File: config.mk
export PLATFORM = sky130hd
export DESIGN_NAME = acc_top
export DESIGN_NICKNAME = d
export VERILOG_FILES = /design/src/common/acc_pkg.sv /design/src/common/acc_if.sv /design/src/logic/acc_edge.sv /design/src/logic/acc_top.sv
export VERILOG_INCLUDE_DIRS = /design/src /design/src/common
export SDC_FILE = /design/constraint.sdc
export NUM_CORES = 1
export LEC_CHECK = 0
export ABC_CLOCK_PERIOD_IN_PS = 1900
export BUFFER_PORTS_ARGS = -buffer_cell sky130_fd_sc_hd__buf_2
export CAP_MARGIN = 20
export CORE_MARGIN = 8
export CORE_UTILIZATION = 46
export CTS_BUF_LIST = sky130_fd_sc_hd__clkbuf_4 sky130_fd_sc_hd__clkbuf_8
export CTS_CLUSTER_DIAMETER = 30
export DETAILED_ROUTE_END_ITERATION = 12
export GPL_TIMING_DRIVEN = 1
export PLACE_DENSITY_LB_ADDON = 0.05
export RECOVER_POWER = 50
export SYNTH_ARGS = -nofsm -noshare
export SYNTH_HDL_FRONTEND = slang
export SYNTH_SLANG_ARGS = --single-unit
export TNS_END_PERCENT = 10
File: constraint.sdc
create_clock -name REF_CLK -period 1.9 [get_ports REF_CLK]
set_clock_uncertainty 0.2 [all_clocks]
set_input_delay 0.19 -clock REF_CLK [delete_from_list [all_inputs] [get_ports REF_CLK]]
set_output_delay 0.19 -clock REF_CLK [all_outputs]
set_load 0.01 [all_outputs]
File: src/common/acc_map.svh
// Register offsets, field positions, reset values and timing counts of the comparator control
`ifndef ACC_MAP_SVH
`define ACC_MAP_SVH

`define ACC_ADDR_W      5
`define ACC_OFF_MUXCTL  5'h00
`define ACC_OFF_CSR     5'h04
`define ACC_OFF_CHAN    5'h08
`define ACC_OFF_CONV    5'h0C
`define ACC_OFF_STAT    5'h10
`define ACC_OFF_MASK    5'h14

`define ACC_B_MUXEN     6
`define ACC_B_OFF       7
`define ACC_B_BG        6
`define ACC_B_OUT       5
`define ACC_B_FLAG      4
`define ACC_B_IE        3
`define ACC_B_CAP       2
`define ACC_B_MODE_HI   1
`define ACC_B_MODE_LO   0
`define ACC_B_CONVEN    7
`define ACC_ST_EVT      0
`define ACC_ST_TGL      1
`define ACC_ST_W        2

`define ACC_CHAN_W      3
`define ACC_RST_BYTE    8'h00
`define ACC_RST_CHAN    3'h0
`define ACC_RST_ST      2'h0
`define ACC_SYNC_STAGES 2

`endif

File: src/common/acc_pkg.sv
// Types shared by the comparator control modules
package acc_pkg;

	typedef enum logic [1:0] {
		ACC_MODE_TOGGLE = 2'h0,
		ACC_MODE_RSVD   = 2'h1,
		ACC_MODE_FALL   = 2'h2,
		ACC_MODE_RISE   = 2'h3
	} acc_mode_t;

	typedef enum logic [1:0] {
		ACC_BUS_IDLE = 2'b01,
		ACC_BUS_ACK  = 2'b10
	} acc_bus_st_t;

endpackage

File: src/common/acc_if.sv
// Link between the register core and the comparator synchroniser and edge detector
`timescale 1ns/1ns
interface acc_if;
	import acc_pkg::*;
	logic      raw;
	acc_mode_t mode;
	logic      level;
	logic      evt;
	logic      tgl;

	modport core (output raw, output mode, input level, input evt, input tgl);
	modport det  (input raw, input mode, output level, output evt, output tgl);
endinterface

File: src/logic/acc_edge.sv
// Synchroniser for the raw comparator result and interrupt edge detection
`timescale 1ns/1ns
`include "acc_map.svh"
module acc_edge
	import acc_pkg::*;
#(
	parameter int STAGES = `ACC_SYNC_STAGES
) (
	// Clock and reset
	input  wire logic clk,
	input  wire logic rst,
	// Core side
	acc_if.det        cif
);

	logic [STAGES-1:0] stage_q;
	logic              prev_q;

	function automatic logic acc_hit(input acc_mode_t m, input logic p, input logic c);
		unique case (m)
			ACC_MODE_TOGGLE: acc_hit = p ^ c;
			ACC_MODE_RSVD:   acc_hit = 1'b0;
			ACC_MODE_FALL:   acc_hit = p & ~c;
			ACC_MODE_RISE:   acc_hit = ~p & c;
		endcase
	endfunction

	generate
		if (STAGES < 2) begin : g_bad
			$error("acc_edge needs at least two synchroniser stages");
		end
		for (genvar i = 0; i < STAGES; i++) begin : g_sync
			always_ff @(posedge clk) begin
				if (rst)
					stage_q[i] <= 1'b0;
				else if (i == 0)
					stage_q[i] <= cif.raw;
				else
					stage_q[i] <= stage_q[(i == 0) ? 0 : i-1];
			end
		end
	endgenerate

	always_ff @(posedge clk) begin
		if (rst)
			prev_q <= 1'b0;
		else
			prev_q <= stage_q[STAGES-1];
	end

	assign cif.level = stage_q[STAGES-1];
	assign cif.evt   = acc_hit(cif.mode, prev_q, stage_q[STAGES-1]);
	assign cif.tgl   = prev_q ^ stage_q[STAGES-1];
endmodule

File: src/logic/acc_top.sv
// Comparator control: input selection, output synchronisation, interrupt flag and bus registers
// Function
// - Synchronise comparator output, one to two cycles
// - Mux enable, converter off: channel drives negative
// - Mux enable clear: negative pin drives negative
// - Disable bit seven switches comparator off
// - Bandgap select replaces positive pin input
// - Selected output event sets interrupt flag
// - Request needs flag, enable, global enable
// - Vector execution clears interrupt flag
// - Writing one clears flag, zero keeps
// - Capture enable routes output to capture
// - Capture enable clear disconnects capture input
// - Mode 00 toggle, 01 none, 10 fall, 11 rise
// - Three-bit channel field picks one of eight
`timescale 1ns/1ns
`include "acc_map.svh"
module acc_top
	import acc_pkg::*;
#(
	parameter int ADDR_W = `ACC_ADDR_W,
	parameter int CHAN_W = `ACC_CHAN_W
) (
	// Clock and reset
	input  wire logic              REF_CLK,
	input  wire logic              SYS_RST,
	// Avalon-MM slave
	input  wire logic [ADDR_W-1:0] AVS_ADDRESS,
	input  wire logic              AVS_READ,
	input  wire logic              AVS_WRITE,
	input  wire logic [31:0]       AVS_WRITEDATA,
	input  wire logic [3:0]        AVS_BYTEENABLE,
	output var  logic [31:0]       AVS_READDATA,
	output var  logic              AVS_WAITREQUEST,
	// Analog comparator
	input  wire logic              COMP_RAW,
	output var  logic              COMP_OFF,
	output var  logic              BANDGAP_SELECT,
	output var  logic              NEG_FROM_MUX,
	output var  logic [CHAN_W-1:0] NEG_CHANNEL,
	// Processor and timer
	input  wire logic              GLOBAL_IRQ_ENABLE,
	input  wire logic              VECTOR_ACK,
	output var  logic              COMP_IRQ,
	output var  logic              CAPTURE_INPUT,
	// Event interrupt
	output var  logic              IRQ
);

	generate
		if (ADDR_W < `ACC_ADDR_W || CHAN_W != `ACC_CHAN_W) begin : g_bad
			$error("acc_top needs ADDR_W >= 5 and a three-bit channel field");
		end
	endgenerate

	acc_if cif ();

	acc_bus_st_t           st_q;
	acc_bus_st_t           st_d;
	logic                  neg_input_mux_enable_q;
	logic                  converter_enable_q;
	logic                  comparator_off_q;
	logic                  bandgap_select_q;
	logic                  comparator_irq_flag_q;
	logic                  comparator_irq_flag_d;
	logic                  comparator_irq_enable_q;
	logic                  capture_route_enable_q;
	logic                  irq_mode_hi_q;
	logic                  irq_mode_lo_q;
	logic [CHAN_W-1:0]     channel_select_q;
	logic [`ACC_ST_W-1:0]  stat_q;
	logic [`ACC_ST_W-1:0]  stat_d;
	logic [`ACC_ST_W-1:0]  mask_q;
	logic                  wr_go;
	logic [7:0]            wbyte;
	logic [7:0]            rbyte;

	function automatic logic acc_sel(input logic [ADDR_W-1:0] a, input logic [4:0] off);
		acc_sel = (a == ADDR_W'(off));
	endfunction

	// Comparator synchroniser and edge detector
	assign cif.raw  = COMP_RAW;
	assign cif.mode = acc_mode_t'({irq_mode_hi_q, irq_mode_lo_q});

	acc_edge #(
		.STAGES (`ACC_SYNC_STAGES)
	) u_edge (
		.clk (REF_CLK),
		.rst (SYS_RST),
		.cif (cif)
	);

	// Bus handshake: one wait cycle, then a single acknowledge cycle
	always_comb begin
		st_d = st_q;
		unique case (st_q)
			ACC_BUS_IDLE: if (AVS_READ || AVS_WRITE) st_d = ACC_BUS_ACK;
			ACC_BUS_ACK:  st_d = ACC_BUS_IDLE;
			default:      st_d = ACC_BUS_IDLE;
		endcase
	end

	always_ff @(posedge REF_CLK) begin
		if (SYS_RST) begin
			st_q            <= ACC_BUS_IDLE;
			AVS_WAITREQUEST <= 1'b1;
		end else begin
			st_q            <= st_d;
			AVS_WAITREQUEST <= (st_d != ACC_BUS_ACK);
		end
	end

	assign wr_go = (st_q == ACC_BUS_ACK) && AVS_WRITE && AVS_BYTEENABLE[0];
	assign wbyte = AVS_WRITEDATA[7:0];

	always_comb begin
		rbyte = 8'h00;
		if (acc_sel(AVS_ADDRESS, `ACC_OFF_MUXCTL))
			rbyte[`ACC_B_MUXEN] = neg_input_mux_enable_q;
		else if (acc_sel(AVS_ADDRESS, `ACC_OFF_CSR))
			rbyte = {comparator_off_q, bandgap_select_q, cif.level,
				comparator_irq_flag_q, comparator_irq_enable_q, capture_route_enable_q,
				irq_mode_hi_q, irq_mode_lo_q};
		else if (acc_sel(AVS_ADDRESS, `ACC_OFF_CHAN))
			rbyte[CHAN_W-1:0] = channel_select_q;
		else if (acc_sel(AVS_ADDRESS, `ACC_OFF_CONV))
			rbyte[`ACC_B_CONVEN] = converter_enable_q;
		else if (acc_sel(AVS_ADDRESS, `ACC_OFF_STAT))
			rbyte[`ACC_ST_W-1:0] = stat_q;
		else if (acc_sel(AVS_ADDRESS, `ACC_OFF_MASK))
			rbyte[`ACC_ST_W-1:0] = mask_q;
	end

	always_ff @(posedge REF_CLK) begin
		if (SYS_RST)
			AVS_READDATA <= 32'h0000_0000;
		else if (st_q == ACC_BUS_IDLE && AVS_READ)
			AVS_READDATA <= {24'h00_0000, rbyte};
	end

	// Control registers
	always_ff @(posedge REF_CLK) begin
		if (SYS_RST) begin
			neg_input_mux_enable_q <= 1'b0;
			converter_enable_q     <= 1'b0;
			channel_select_q       <= `ACC_RST_CHAN;
			mask_q                 <= `ACC_RST_ST;
		end else if (wr_go) begin
			if (acc_sel(AVS_ADDRESS, `ACC_OFF_MUXCTL))
				neg_input_mux_enable_q <= wbyte[`ACC_B_MUXEN];
			if (acc_sel(AVS_ADDRESS, `ACC_OFF_CONV))
				converter_enable_q <= wbyte[`ACC_B_CONVEN];
			if (acc_sel(AVS_ADDRESS, `ACC_OFF_CHAN))
				channel_select_q <= wbyte[CHAN_W-1:0];
			if (acc_sel(AVS_ADDRESS, `ACC_OFF_MASK))
				mask_q <= wbyte[`ACC_ST_W-1:0];
		end
	end

	always_ff @(posedge REF_CLK) begin
		if (SYS_RST) begin
			comparator_off_q        <= 1'b0;
			bandgap_select_q        <= 1'b0;
			comparator_irq_enable_q <= 1'b0;
			capture_route_enable_q  <= 1'b0;
			irq_mode_hi_q           <= 1'b0;
			irq_mode_lo_q           <= 1'b0;
		end else if (wr_go && acc_sel(AVS_ADDRESS, `ACC_OFF_CSR)) begin
			comparator_off_q        <= wbyte[`ACC_B_OFF];
			bandgap_select_q        <= wbyte[`ACC_B_BG];
			comparator_irq_enable_q <= wbyte[`ACC_B_IE];
			capture_route_enable_q  <= wbyte[`ACC_B_CAP];
			irq_mode_hi_q           <= wbyte[`ACC_B_MODE_HI];
			irq_mode_lo_q           <= wbyte[`ACC_B_MODE_LO];
		end
	end

	// Interrupt flag: a new event wins over a clear in the same cycle
	always_comb begin
		comparator_irq_flag_d = comparator_irq_flag_q;
		if (VECTOR_ACK)
			comparator_irq_flag_d = 1'b0;
		if (wr_go && acc_sel(AVS_ADDRESS, `ACC_OFF_CSR) && wbyte[`ACC_B_FLAG])
			comparator_irq_flag_d = 1'b0;
		if (cif.evt)
			comparator_irq_flag_d = 1'b1;
	end

	always_ff @(posedge REF_CLK) begin
		if (SYS_RST)
			comparator_irq_flag_q <= 1'b0;
		else
			comparator_irq_flag_q <= comparator_irq_flag_d;
	end

	// Sticky event status, cleared by writing ones
	always_comb begin
		stat_d = stat_q;
		if (wr_go && acc_sel(AVS_ADDRESS, `ACC_OFF_STAT))
			stat_d = stat_q & ~wbyte[`ACC_ST_W-1:0];
		stat_d[`ACC_ST_EVT] = stat_d[`ACC_ST_EVT] | cif.evt;
		stat_d[`ACC_ST_TGL] = stat_d[`ACC_ST_TGL] | cif.tgl;
	end

	always_ff @(posedge REF_CLK) begin
		if (SYS_RST)
			stat_q <= `ACC_RST_ST;
		else
			stat_q <= stat_d;
	end

	// Registered outputs
	always_ff @(posedge REF_CLK) begin
		if (SYS_RST) begin
			COMP_OFF       <= 1'b0;
			BANDGAP_SELECT <= 1'b0;
			NEG_FROM_MUX   <= 1'b0;
			NEG_CHANNEL    <= `ACC_RST_CHAN;
		end else begin
			COMP_OFF       <= comparator_off_q;
			BANDGAP_SELECT <= bandgap_select_q;
			NEG_FROM_MUX   <= neg_input_mux_enable_q & ~converter_enable_q;
			NEG_CHANNEL    <= (neg_input_mux_enable_q & ~converter_enable_q) ?
				channel_select_q : `ACC_RST_CHAN;
		end
	end

	always_ff @(posedge REF_CLK) begin
		if (SYS_RST) begin
			COMP_IRQ      <= 1'b0;
			CAPTURE_INPUT <= 1'b0;
			IRQ           <= 1'b0;
		end else begin
			COMP_IRQ      <= comparator_irq_flag_q & comparator_irq_enable_q
				& GLOBAL_IRQ_ENABLE;
			CAPTURE_INPUT <= capture_route_enable_q & cif.level;
			IRQ           <= |(stat_q & mask_q);
		end
	end
endmodule

==> impl_metrics.sql, run 1 <==
INSERT INTO impl_metrics (metric_group, metric, value, unit) VALUES
('clocking', 'cts.repair.resized', '0', ''),
('clocking', 'cts_root_buf', 'sky130_fd_sc_hd__clkbuf_8', ''),
('die', 'floorplan.core_area', '3660', 'um2'),
('yosys', 'synth.largest_area_cell', 'sky130_fd_sc_hd__dfxtp_1', ''),
('yosys', 'yosys_warnings', '0', ''),
('critical_path', 'reg2reg_to', 'capture_route_enable_q', ''),
('route', 'post_drt_wl_per_cell', '13.2', 'um'),
('layout', 'finish.cell_count_without_fillers', '290', ''),
('power', 'p_per_area', '796', 'nW/um2'),
('grt', 'first_pass_grt_wire_length', '6.31', 'mm'),
('timing', 'hold_ws', '0.0858', 'ns'),
('power', 'clock_group_share_of_total_power', '41.2', '%'),
('yosys', 'synthDistinctLibCells', '37', ''),
('power', 'power.switching', '0.373', 'mW'),
('place', 'placed_area', '1890', 'um2'),
('grt', 'antenna_found_initial', '0', ''),
('route', 'routed_wl', '3.82', 'mm'),
('critical_path', 'worst_setup_path_end_kind', 'flip-flop', ''),
('grt', 'via_count_of_the_first_global_routing_pass', '1384', ''),
('die', 'row_count', '22', ''),
('grt', 'grt-ovfl-total', '0', ''),
('route', 'detail_route.drc_violations', '0', ''),
('grt', 'grt_max_degree', '19', ''),
('die', 'dieWidth', '77.5', 'um'),
('critical_path', 'flop2flop_setup_slack', '0.21', 'ns'),
('grt', 'grt_use_met2', '20.4', '%'),
('power', 'internal-power', '1.32', 'mW'),
('timing', 'finalHoldViolCount', '0', ''),
('job', 'drv.max_cap_violation_count', '0', ''),
('power', 'pwr-share-comb', '9.1', '%'),
('critical_path', 'worst-setup-path-type', 'in2reg', ''),
('yosys', 'synth-seq-cells', '39', ''),
('power', 'power.share.sequential', '49.7', '%'),
('layout', 'post_route_cells_drive_above_1_share', '15.7', '%'),
('place', 'detailedPlacementHpwl', '2.95', 'mm'),
('grt', 'globalRoute.busiestLayer', 'met2', ''),
('timing', 'layout_min_cycle_time', '1.83', 'ns'),
('hold_path', 'worst_hold_path.num_cells', '3', ''),
('layout', 'finalNetCount', '291', ''),
('layout', 'n_antenna_cell', '0', ''),
('route', 'number_of_design_rule_violations_left_by_the_first_detailed_router_iteration', '64', ''),
('layout', 'fin_area', '2120', 'um2'),
('route', 'drt_first_pass_iters', '4', ''),
('route', 'avgViaCountPerCell', '4.66', ''),
('yosys', 'synthesis.area', '1740', 'um2'),
('yosys', 'synthesis.instances', '187', ''),
('critical_path', 'cp_data_required_time', '1.87', 'ns'),
('grt', 'groute.layer.met3.usage', '6.45', '%'),
('clocking', 'clock-sinks', '39', ''),
('clocking', 'cts_made_buffers', '5', ''),
('timing', 'post_route_fraction_of_the_period_consumed_by_the_critical_path', '96.2', '%'),
('run_status', 'run_status', 'complete, no violations', ''),
('timing', 'finalMaxSlewViolations', '0', ''),
('die', 'die_area', '6000', 'um2'),
('critical_path', 'crit_arrival', '1.80', 'ns'),
('clocking', 'max-clock-path-buffers', '2', ''),
('hold_path', 'worstHoldEndpoint', 'AVS_READDATA[7]', ''),
('timing', 'setup-violations-final', '0', ''),
('place', 'place_inst', '268', ''),
('die', 'design.portCount', '90', ''),
('layout', 'final-seq-area', '781', 'um2'),
('yosys', 'cell_types_with_the_largest_area_share_after_synthesis', 'sky130_fd_sc_hd__dfxtp_1, sky130_fd_sc_hd__buf_4, sky130_fd_sc_hd__mux2i_1', ''),
('grt', 'groute.usage.overall', '12.7', '%'),
('layout', 'num-fill-cells', '361', ''),
('clocking', 'clk_transition_reported_paths', '0.07', 'ns'),
('power', 'sw_frac_of_total', '22.1', '%'),
('yosys', 'netlist.area_leader.share', '44.9', '%'),
('timing', 'setup_total_negative_slack', '0', 'ns'),
('critical_path', 'critical_path_peak_fanout', '6', ''),
('die', 'dieHeight', '77.5', 'um'),
('clocking', 'clkLatencyLatePin', '0.29', 'ns');
==> worst max-delay path: stages <==
cell                            delay, ns
sky130_fd_sc_hd__dlygate4sd3_1       0.52
sky130_fd_sc_hd__buf_2               0.11
sky130_fd_sc_hd__and4b_1             0.34
sky130_fd_sc_hd__and3_1              0.23
sky130_fd_sc_hd__buf_4               0.17
sky130_fd_sc_hd__mux2i_1             0.20
sky130_fd_sc_hd__nor2_1              0.05
==> power by group through the flow <==
stage / clock network [mW] / logic (mW) / registers [mW]
after global routing: 0.754 / 0.170 / 0.841
after detailed placement: 0 / 0.129 / 0.858
after CTS: 0.715 / 0.152 / 0.839
final: 0.697 / 0.153 / 0.840
after global placement: 0 / 0.127 / 0.858
after floorplan: 0 / 0.119 / 0.857
==> flip-flops by register name, indices dropped and copies added (netlist names), 2 cells and up <==
name	flops
stat_q	2
AVS_READDATA	8
channel_select_q	3
st_q	2
NEG_CHANNEL	3
mask_q	2
==> final cells by class <==
type / count / share of cell area, %
well taps: 48 / 2.83
flip-flops and latches: 39 / 36.8
clock inverters: 2 / 1.65
clock buffers: 6 / 3.89
inverters: 4 / 0.708
multi-input cells: 135 / 38.1
repair buffers: 56 / 16.0
==> synth_stat cells <==
| cell | number |
|---|---|
| sky130_fd_sc_hd__a22oi_1 | 3 |
| sky130_fd_sc_hd__nor3_1 | 2 |
| sky130_fd_sc_hd__nor4_1 | 1 |
| sky130_fd_sc_hd__buf_2 | 3 |
| sky130_fd_sc_hd__nor2_2 | 1 |
| sky130_fd_sc_hd__ha_1 | 2 |
| sky130_fd_sc_hd__o21ai_1 | 1 |
| sky130_fd_sc_hd__buf_4 | 24 |
| sky130_fd_sc_hd__or3_4 | 1 |
| sky130_fd_sc_hd__nand2b_1 | 2 |
| sky130_fd_sc_hd__nor2_1 | 21 |
| sky130_fd_sc_hd__and2_1 | 4 |
| sky130_fd_sc_hd__clkbuf_1 | 4 |
| sky130_fd_sc_hd__o311ai_4 | 1 |
| sky130_fd_sc_hd__and3_1 | 3 |
| sky130_fd_sc_hd__nor3_2 | 1 |
| sky130_fd_sc_hd__nor2b_1 | 5 |
| sky130_fd_sc_hd__nand3b_1 | 1 |
| sky130_fd_sc_hd__nand3_1 | 6 |
| sky130_fd_sc_hd__and2b_1 | 1 |
| sky130_fd_sc_hd__o21ai_0 | 5 |
| sky130_fd_sc_hd__nand4_1 | 3 |
| sky130_fd_sc_hd__a211o_1 | 1 |
| sky130_fd_sc_hd__inv_1 | 4 |
| sky130_fd_sc_hd__o22ai_1 | 2 |
| sky130_fd_sc_hd__buf_6 | 1 |
| sky130_fd_sc_hd__conb_1 | 1 |
| sky130_fd_sc_hd__and4b_1 | 1 |
| sky130_fd_sc_hd__and3b_1 | 1 |
| sky130_fd_sc_hd__a21oi_1 | 12 |
| sky130_fd_sc_hd__a22o_1 | 3 |
| sky130_fd_sc_hd__mux2i_1 | 14 |
| sky130_fd_sc_hd__dfxtp_1 | 39 |
| sky130_fd_sc_hd__nand2_1 | 9 |
| sky130_fd_sc_hd__nor3b_1 | 2 |
| sky130_fd_sc_hd__mux2_2 | 1 |
| sky130_fd_sc_hd__nor2b_4 | 1 |
==> worst max-delay path by stage <==
| stage | startpoint | end | slack, ns | depth (start not counted) |
|---|---|---|---|---|
| after floorplan | st_q[0] | comparator_irq_flag_q | 0.42 | 5 |
| after global placement | st_q[0] | capture_route_enable_q | 0.25 | 5 |
| after detailed placement | st_q[0] | capture_route_enable_q | 0.23 | 5 |
| after CTS | AVS_WRITE | comparator_irq_flag_q | 0.08 | 7 |
| after global routing | AVS_WRITE | capture_route_enable_q | 0.02 | 7 |
| final | AVS_WRITE | capture_route_enable_q | 0.07 | 7 |
==> cell families (layout without fill, tap and decap cells) <==
kind of cell	count (synthesis)	in the layout	share of synthesized area [%]
buffers and inverters	36	68	13.6
adders and majority gates	2	2	1.44
DFF	39	39	44.9
AOI/OAI and AO/OA	28	28	10.7
other	1	24	0.216
muxes	15	15	8.70
and+or+nand+nor	66	66	20.4
==> routing by layer <==
| metal | up-vias | share of wire (%) |
|---|---|---|
| met5 | - | 0 |
| met4 | 0 | 1.3 |
| met3 | 6 | 9.3 |
| met2 | 44 | 45 |
| met1 | 607 | 44 |
| li1 | 694 | - |
==> cells in the final DEF, fill, tap and decap left out, types with 3 or more instances in the layout <==
cell type	n
sky130_fd_sc_hd__nand2_1	9
sky130_fd_sc_hd__a22o_1	3
sky130_fd_sc_hd__a21oi_1	12
sky130_fd_sc_hd__dlygate4sd3_1	14
sky130_fd_sc_hd__dfxtp_1	39
sky130_fd_sc_hd__nand4_1	3
sky130_fd_sc_hd__buf_4	5
sky130_fd_sc_hd__nor2_1	21
sky130_fd_sc_hd__o21ai_0	5
sky130_fd_sc_hd__clkbuf_8	6
sky130_fd_sc_hd__nor2b_1	5
sky130_fd_sc_hd__inv_1	4
sky130_fd_sc_hd__nand3_1	6
sky130_fd_sc_hd__buf_2	19
sky130_fd_sc_hd__and2_1	4
sky130_fd_sc_hd__and3_1	3
sky130_fd_sc_hd__mux2i_1	14
sky130_fd_sc_hd__conb_1	24
sky130_fd_sc_hd__clkbuf_1	18
sky130_fd_sc_hd__a22oi_1	3
==> what timing repair did <==
| item | 4_1_cts | 5_1_grt |
|---|---|---|
| endpoints found under the hold margin | 18 | 0 |
| setup endpoints to repair | 0 | 0 |
| hold buffers | 14 | 0 |
No activity file was read; power rests on OpenSTA's default activity.
==> inputs of run 2 (changes only) <==
--- a/config.mk
+++ b/config.mk
@@ -9,11 +9,14 @@
 export ABC_CLOCK_PERIOD_IN_PS = 1900
 export BUFFER_PORTS_ARGS = -buffer_cell sky130_fd_sc_hd__buf_2
 export CAP_MARGIN = 20
+export CELL_PAD_IN_SITES_DETAIL_PLACEMENT = 2
+export CELL_PAD_IN_SITES_GLOBAL_PLACEMENT = 2
 export CORE_MARGIN = 8
-export CORE_UTILIZATION = 46
+export CORE_UTILIZATION = 26
 export CTS_BUF_LIST = sky130_fd_sc_hd__clkbuf_4 sky130_fd_sc_hd__clkbuf_8
 export CTS_CLUSTER_DIAMETER = 30
 export DETAILED_ROUTE_END_ITERATION = 12
+export GPL_ROUTABILITY_DRIVEN = 0
 export GPL_TIMING_DRIVEN = 1
 export PLACE_DENSITY_LB_ADDON = 0.05
 export RECOVER_POWER = 50
==> impl_metrics.sql, run 2 (synthesis gave the netlist of run 1 again) <==
INSERT INTO impl_metrics (metric_group, metric, value, unit) VALUES
('route', 'dr_wl_met3', '227', 'um'),
('place', 'port_buffers', '37', ''),
('timing', 'hold_ws', '0.00796', 'ns'),
('layout', 'num-fill-cells', '773', ''),
('timing', 'clock.fmax', '544', 'MHz'),
('route', 'vias', '1403', ''),
('die', 'floorplan.core_area', '6640', 'um2'),
('timing', 'setup_total_negative_slack', '0', 'ns'),
('place', 'place_worst_setup_slack', '0.205', 'ns'),
('route', 'drt_first_pass_iters', '4', ''),
('clocking', 'post_cts.repair.setup_buffers', '0', ''),
('route', 'avgViaCountPerCell', '4.38', ''),
('die', 'initial_utilization', '26.2', '%'),
('die', 'dieWidth', '97.8', 'um'),
('critical_path', 'crit_path_start_kind', 'input port', ''),
('route', 'met1_length', '2.29', 'mm'),
('layout', 'finish.cell_count_without_fillers', '320', ''),
('critical_path', 'worst_stage_delay_on_the_critical_path', '0.53', 'ns'),
('critical_path', 'worstPathCellList', 'dlygate4sd3_1 > buf_2 > and4b_2 > and3_1 > buf_12 > a211o_1 > o21ai_1', ''),
('route', 'post_drt_wl_per_cell', '16.2', 'um'),
('grt', 'grt-ovfl-total', '0', ''),
('layout', 'largest_register_ff_count', '8', ''),
('hold_path', 'holdCritPathClass', 'in2reg', ''),
('clocking', 'cts_made_buffers', '5', ''),
('clocking', 'htree_num_levels', '2', ''),
('critical_path', 'critical_path.top_delay_family', 'buffers and inverters', ''),
('power', 'power.ir.vdd_worst', '0.197', 'mV'),
('timing', 'setup-violations-final', '0', ''),
('place', 'place_inst', '300', ''),
('grt', 'antenna_found_initial', '0', ''),
('route', 'routed_wl', '5.18', 'mm'),
('die', 'row_count', '30', ''),
('grt', 'groute.usage.overall', '11.5', '%'),
('clocking', 'tritoncts', 'yes', ''),
('layout', 'largest_register', 'AVS_READDATA', ''),
('route', 'routed_length_on_met2', '2.57', 'mm'),
('critical_path', 'cp_data_required_time', '1.93', 'ns'),
('layout', 'finalNetCount', '289', ''),
('critical_path', 'reg2regPathDepth', '5', ''),
('layout', 'final-seq-area', '781', 'um2'),
('place', 'detailedPlacementHpwl', '4.03', 'mm'),
('run_status', 'run_status', 'complete, no violations', ''),
('critical_path', 'crit_buf_inv', '3', ''),
('die', 'die_area', '9560', 'um2'),
('grt', 'via_count_of_the_first_global_routing_pass', '1620', ''),
('hold_path', 'worst_hold_path.num_cells', '2', ''),
('grt', 'grt_max_degree', '16', ''),
('power', 'p_per_area', '730', 'nW/um2'),
('clocking', 'cts_root_buf', 'sky130_fd_sc_hd__clkbuf_8', ''),
('clocking', 'max-clock-path-buffers', '2', ''),
('route', 'postRouteAntennaNets', '0', ''),
('route', 'maxUsedRoutingLayer', 'met4', ''),
('route', 'detail_route.drc_violations', '0', ''),
('power', 'total_power', '1.55', 'mW'),
('clocking', 'clk_transition_reported_paths', '0.08', 'ns'),
('layout', 'finish.utilization', '31.9', '%'),
('critical_path', 'path_depth', '7', ''),
('layout', 'syn_to_final_growth', '22.0', '%'),
('layout', 'post_route_cells_drive_above_1_share', '16.3', '%'),
('timing', 'rsz0062_at_grt', 'no', ''),
('critical_path', 'crit_arrival', '1.87', 'ns'),
('die', 'dieHeight', '97.8', 'um'),
('timing', 'post_route_fraction_of_the_period_consumed_by_the_critical_path', '96.8', '%'),
('layout', 'fin_area', '2120', 'um2'),
('clocking', 'clock-sinks', '39', ''),
('layout', 'reg.largest.list', 'AVS_READDATA: 8 flops, NEG_CHANNEL: 3 flops, channel_select_q: 3 flops', ''),
('timing', 'timing.final.ws_setup', '0.0610', 'ns'),
('timing', 'layout_min_cycle_time', '1.84', 'ns'),
('power', 'static-leakage-power', '0.860', 'nW'),
('die', 'design.portCount', '90', ''),
('layout', 'n_antenna_cell', '0', ''),
('grt', 'first_pass_grt_wire_length', '8.69', 'mm'),
('critical_path', 'critical_path_peak_fanout', '6', ''),
('clocking', 'clkLatencyLatePin', '0.30', 'ns'),
('place', 'placed_area', '1940', 'um2'),
('layout', 'layout.cells.most_common', 'sky130_fd_sc_hd__dfxtp_1', ''),
('critical_path', 'worst-setup-path-type', 'in2reg', ''),
('critical_path', 'worst_setup_path_end_kind', 'flip-flop', ''),
('layout', 'area_taken_by_multi_input_logic_gates', '810', 'um2'),
('timing', 'finalMaxSlewViolations', '0', ''),
('layout', 'final_cell_mix', 'sky130_fd_sc_hd__dfxtp_1, sky130_fd_sc_hd__conb_1, sky130_fd_sc_hd__nor2_1', ''),
('job', 'drv.max_cap_violation_count', '0', ''),
('timing', 'finalHoldViolCount', '0', ''),
('critical_path', 'cp_slowest_cell', 'sky130_fd_sc_hd__dlygate4sd3_1', ''),
('route', 'number_of_design_rule_violations_left_by_the_first_detailed_router_iteration', '9', '');
-- run 2: path summary, 6_finish.rpt --
check        slack, ns               endpoint               from
max               0.06  comparator_irq_flag_q          AVS_WRITE
min              0.008                st_q[0]           AVS_READ
max reg2reg       0.23  comparator_irq_flag_q            st_q[0]
min reg2reg       0.25       u_edge.cif.level  u_edge.stage_q[0]
-- run 2: power breakdown --
part / leakage (nW) / switching (mW) / internal, mW / total, mW
clock: 0.0477 / 0.299 / 0.251 / 0.550
sequential: 0.316 / 0.00945 / 0.830 / 0.840
combinational: 0.497 / 0.0999 / 0.0598 / 0.160
total: 0.860 / 0.408 / 1.14 / 1.55
-- run 2: area by class of cell --
class,instances,share of cell area [%]
multi-input cells,135,38.1
clock buffers,5,3.24
repair buffers,54,15.7
clock inverters,3,0.708
inverters,4,0.708
flip-flops and latches,39,36.8
well taps,80,4.72
-- run 2: layer usage --
metal | track usage (%) | vias up
li1 | - | 694
met1 | 12.7 | 668
met2 | 20.0 | 35
met3 | 3.13 | 6
met4 | 5.04 | 0
met5 | 0 | -
-- run 2: what timing repair did --
item                                   4_1_cts  5_1_grt
endpoints found under the hold margin       15        0
hold buffers                                12        0
resized for setup                            0        1
setup endpoints to repair                    0        5
==> inputs of run 3 (changes only) <==
--- a/config.mk
+++ b/config.mk
@@ -7,19 +7,20 @@
 export NUM_CORES = 1
 export LEC_CHECK = 0
 export ABC_CLOCK_PERIOD_IN_PS = 1900
-export BUFFER_PORTS_ARGS = -buffer_cell sky130_fd_sc_hd__buf_2
 export CAP_MARGIN = 20
 export CELL_PAD_IN_SITES_DETAIL_PLACEMENT = 2
 export CELL_PAD_IN_SITES_GLOBAL_PLACEMENT = 2
 export CORE_MARGIN = 8
-export CORE_UTILIZATION = 26
+export CORE_UTILIZATION = 36
 export CTS_BUF_LIST = sky130_fd_sc_hd__clkbuf_4 sky130_fd_sc_hd__clkbuf_8
 export CTS_CLUSTER_DIAMETER = 30
 export DETAILED_ROUTE_END_ITERATION = 12
+export DONT_BUFFER_PORTS = 1
 export GPL_ROUTABILITY_DRIVEN = 0
 export GPL_TIMING_DRIVEN = 1
 export PLACE_DENSITY_LB_ADDON = 0.05
 export RECOVER_POWER = 50
+export SKIP_CTS_REPAIR_TIMING = 1
 export SYNTH_ARGS = -nofsm -noshare
 export SYNTH_HDL_FRONTEND = slang
 export SYNTH_SLANG_ARGS = --single-unit
==> impl_metrics.sql, run 3 (synthesis gave the netlist of run 1 again) <==
INSERT INTO impl_metrics (metric_group, metric, value, unit) VALUES
('timing', 'clock.fmax', '569', 'MHz'),
('critical_path', 'reg2reg_to', 'AVS_READDATA[6]', ''),
('critical_path', 'worst-setup-path-type', 'reg2reg', ''),
('layout', 'post_route_cells_drive_above_1_share', '9.13', '%'),
('clocking', 'htree_num_levels', '2', ''),
('critical_path', 'reg2regPathDepth', '5', ''),
('grt', 'antenna_found_initial', '0', ''),
('layout', 'final_cell_mix', 'sky130_fd_sc_hd__dfxtp_1, sky130_fd_sc_hd__conb_1, sky130_fd_sc_hd__nor2_1', ''),
('route', 'post_drt_wl_per_cell', '18.8', 'um'),
('clocking', 'clk_transition_reported_paths', '0.08', 'ns'),
('die', 'row_count', '25', ''),
('die', 'dieWidth', '85.5', 'um'),
('critical_path', 'critical_path.startpoint', 'st_q[1]', ''),
('job', 'drv.max_cap_violation_count', '0', ''),
('timing', 'setup_total_negative_slack', '0', 'ns'),
('place', 'port_buffers', '0', ''),
('grt', 'via_count_of_the_first_global_routing_pass', '1334', ''),
('die', 'design.portCount', '90', ''),
('route', 'routed_wl', '4.91', 'mm'),
('timing', 'setup-violations-final', '0', ''),
('critical_path', 'worstPathCellList', 'nand3b_1 > buf_4 > a21oi_1 > nor2_1 > dlygate4sd3_1', ''),
('layout', 'finalNetCount', '257', ''),
('layout', 'syn_to_final_growth', '16.3', '%'),
('critical_path', 'path_depth', '5', ''),
('critical_path', 'reg2reg_from', 'st_q[1]', ''),
('critical_path', 'timing.critical_path.to', 'AVS_READDATA[6]', ''),
('clocking', 'tritoncts', 'yes', ''),
('layout', 'finish.utilization', '43.1', '%'),
('run_status', 'run_status', 'finished, violations left', ''),
('layout', 'reg.largest.list', 'AVS_READDATA: 8 flops, NEG_CHANNEL: 3 flops, channel_select_q: 3 flops', ''),
('timing', 'rsz0062_at_grt', 'no', ''),
('timing', 'timing.final.ws_setup', '0.144', 'ns'),
('power', 'power.ir.vdd_worst', '0.290', 'mV'),
('timing', 'hold_ws', '-0.00302', 'ns'),
('clocking', 'clock-sinks', '39', ''),
('critical_path', 'critical_path_peak_fanout', '6', ''),
('critical_path', 'worst_setup_path_end_kind', 'flip-flop', ''),
('layout', 'n_antenna_cell', '0', ''),
('place', 'placed_area', '1710', 'um2'),
('layout', 'largest_register_ff_count', '8', ''),
('route', 'detail_route.drc_violations', '0', ''),
('critical_path', 'crit_arrival', '1.75', 'ns'),
('timing', 'finalHoldViolCount', '1', ''),
('timing', 'finalMaxSlewViolations', '0', ''),
('run_status', 'violations', 'hold timing', ''),
('route', 'postRouteAntennaNets', '0', ''),
('grt', 'grt-ovfl-total', '0', ''),
('die', 'initial_utilization', '37.1', '%'),
('die', 'dieHeight', '85.5', 'um'),
('layout', 'layout.cells.most_common', 'sky130_fd_sc_hd__dfxtp_1', ''),
('clocking', 'clkLatencyLatePin', '0.29', 'ns'),
('critical_path', 'cp_slowest_cell', 'sky130_fd_sc_hd__dlygate4sd3_1', ''),
('route', 'drt_first_pass_iters', '4', ''),
('critical_path', 'flop2flop_setup_slack', '0.14', 'ns'),
('critical_path', 'cp_data_required_time', '1.89', 'ns'),
('clocking', 'cts_root_buf', 'sky130_fd_sc_hd__clkbuf_8', ''),
('grt', 'first_pass_grt_wire_length', '7.16', 'mm'),
('die', 'floorplan.core_area', '4690', 'um2'),
('die', 'die_area', '7310', 'um2'),
('grt', 'grt_max_degree', '34', ''),
('critical_path', 'critical_path.top_delay_family', 'buffers and inverters', ''),
('route', 'avgViaCountPerCell', '4.92', ''),
('critical_path', 'crit_buf_inv', '2', ''),
('hold_path', 'worst_hold_path.num_cells', '2', ''),
('layout', 'num-fill-cells', '524', ''),
('timing', 'post_route_fraction_of_the_period_consumed_by_the_critical_path', '92.4', '%'),
('clocking', 'max-clock-path-buffers', '2', ''),
('grt', 'groute.usage.overall', '12.8', '%'),
('timing', 'layout_min_cycle_time', '1.76', 'ns'),
('route', 'number_of_design_rule_violations_left_by_the_first_detailed_router_iteration', '45', ''),
('power', 'p_per_area', '836', 'nW/um2'),
('layout', 'fin_area', '2020', 'um2'),
('place', 'detailedPlacementHpwl', '3.55', 'mm'),
('power', 'static-leakage-power', '0.808', 'nW'),
('place', 'place_worst_setup_slack', '0.271', 'ns'),
('critical_path', 'crit_path_start_kind', 'flip-flop', ''),
('layout', 'largest_register', 'AVS_READDATA', ''),
('hold_path', 'holdCritPathClass', 'in2reg', ''),
('clocking', 'cts_made_buffers', '5', ''),
('route', 'vias', '1289', ''),
('critical_path', 'worst_stage_delay_on_the_critical_path', '0.55', 'ns');
## run 3: changes by cell type in the layout (fill, tap and decap cells not counted), sizes merged
cell / delta
buf: -19
clkbuf: -17
dlygate4sd3: +5
clkinv: -2
bufinv: +1
## run 3: worst min-delay path by stage
stage / from / slack [ns] / end
final: SYS_RST / -0.003 / AVS_READDATA[0]
after global routing: SYS_RST / 0.01 / AVS_READDATA[0]
after CTS: SYS_RST / -0.25 / AVS_READDATA[2]
after detailed placement: SYS_RST / 0.07 / AVS_READDATA[2]
after global placement: SYS_RST / 0.06 / AVS_READDATA[3]
after floorplan: SYS_RST / 0.09 / NEG_FROM_MUX
## run 3: cell type report
type	instances	area [um2]	area share, %
Timing Repair Buffer	22	233	11.5
Tap cell	54	67.6	3.34
Clock inverter	2	35.0	1.73
Multi-Input combinational cell	135	808	40.0
Sequential cell	39	781	38.6
Clock buffer	6	82.6	4.08
Inverter	4	15.0	0.743
## run 3: power by group
group | leakage [nW] | internal (mW) | switching [mW]
Sequential | 0.316 | 0.831 | 0.0102
Clock | 0.0612 | 0.425 | 0.289
Combinational | 0.431 | 0.0547 | 0.0808
## run 3: metrics by stage
stage / cells / total power [mW] / hold WS (ns)
6_report: 262 / 1.69 / -0.00302
5_1_grt: 262 / 1.76 / 0.00977
4_1_cts: 244 / 1.66 / -0.250
3_5_place_dp: 236 / 0.946 / 0.0675
3_3_place_gp: 236 / 0.941 / 0.0650
2_1_floorplan: 210 / 0.976 / 0.0879
## run 3: metal layers
layer  GRT usage [%]  vias to the layer above  routed length, um
met2            20.8                       39               2430
li1                -                      629                  -
met4            4.78                        0                 55
met5               0                        -                  0
met1            13.5                      616               1920
met3            7.16                        5                506
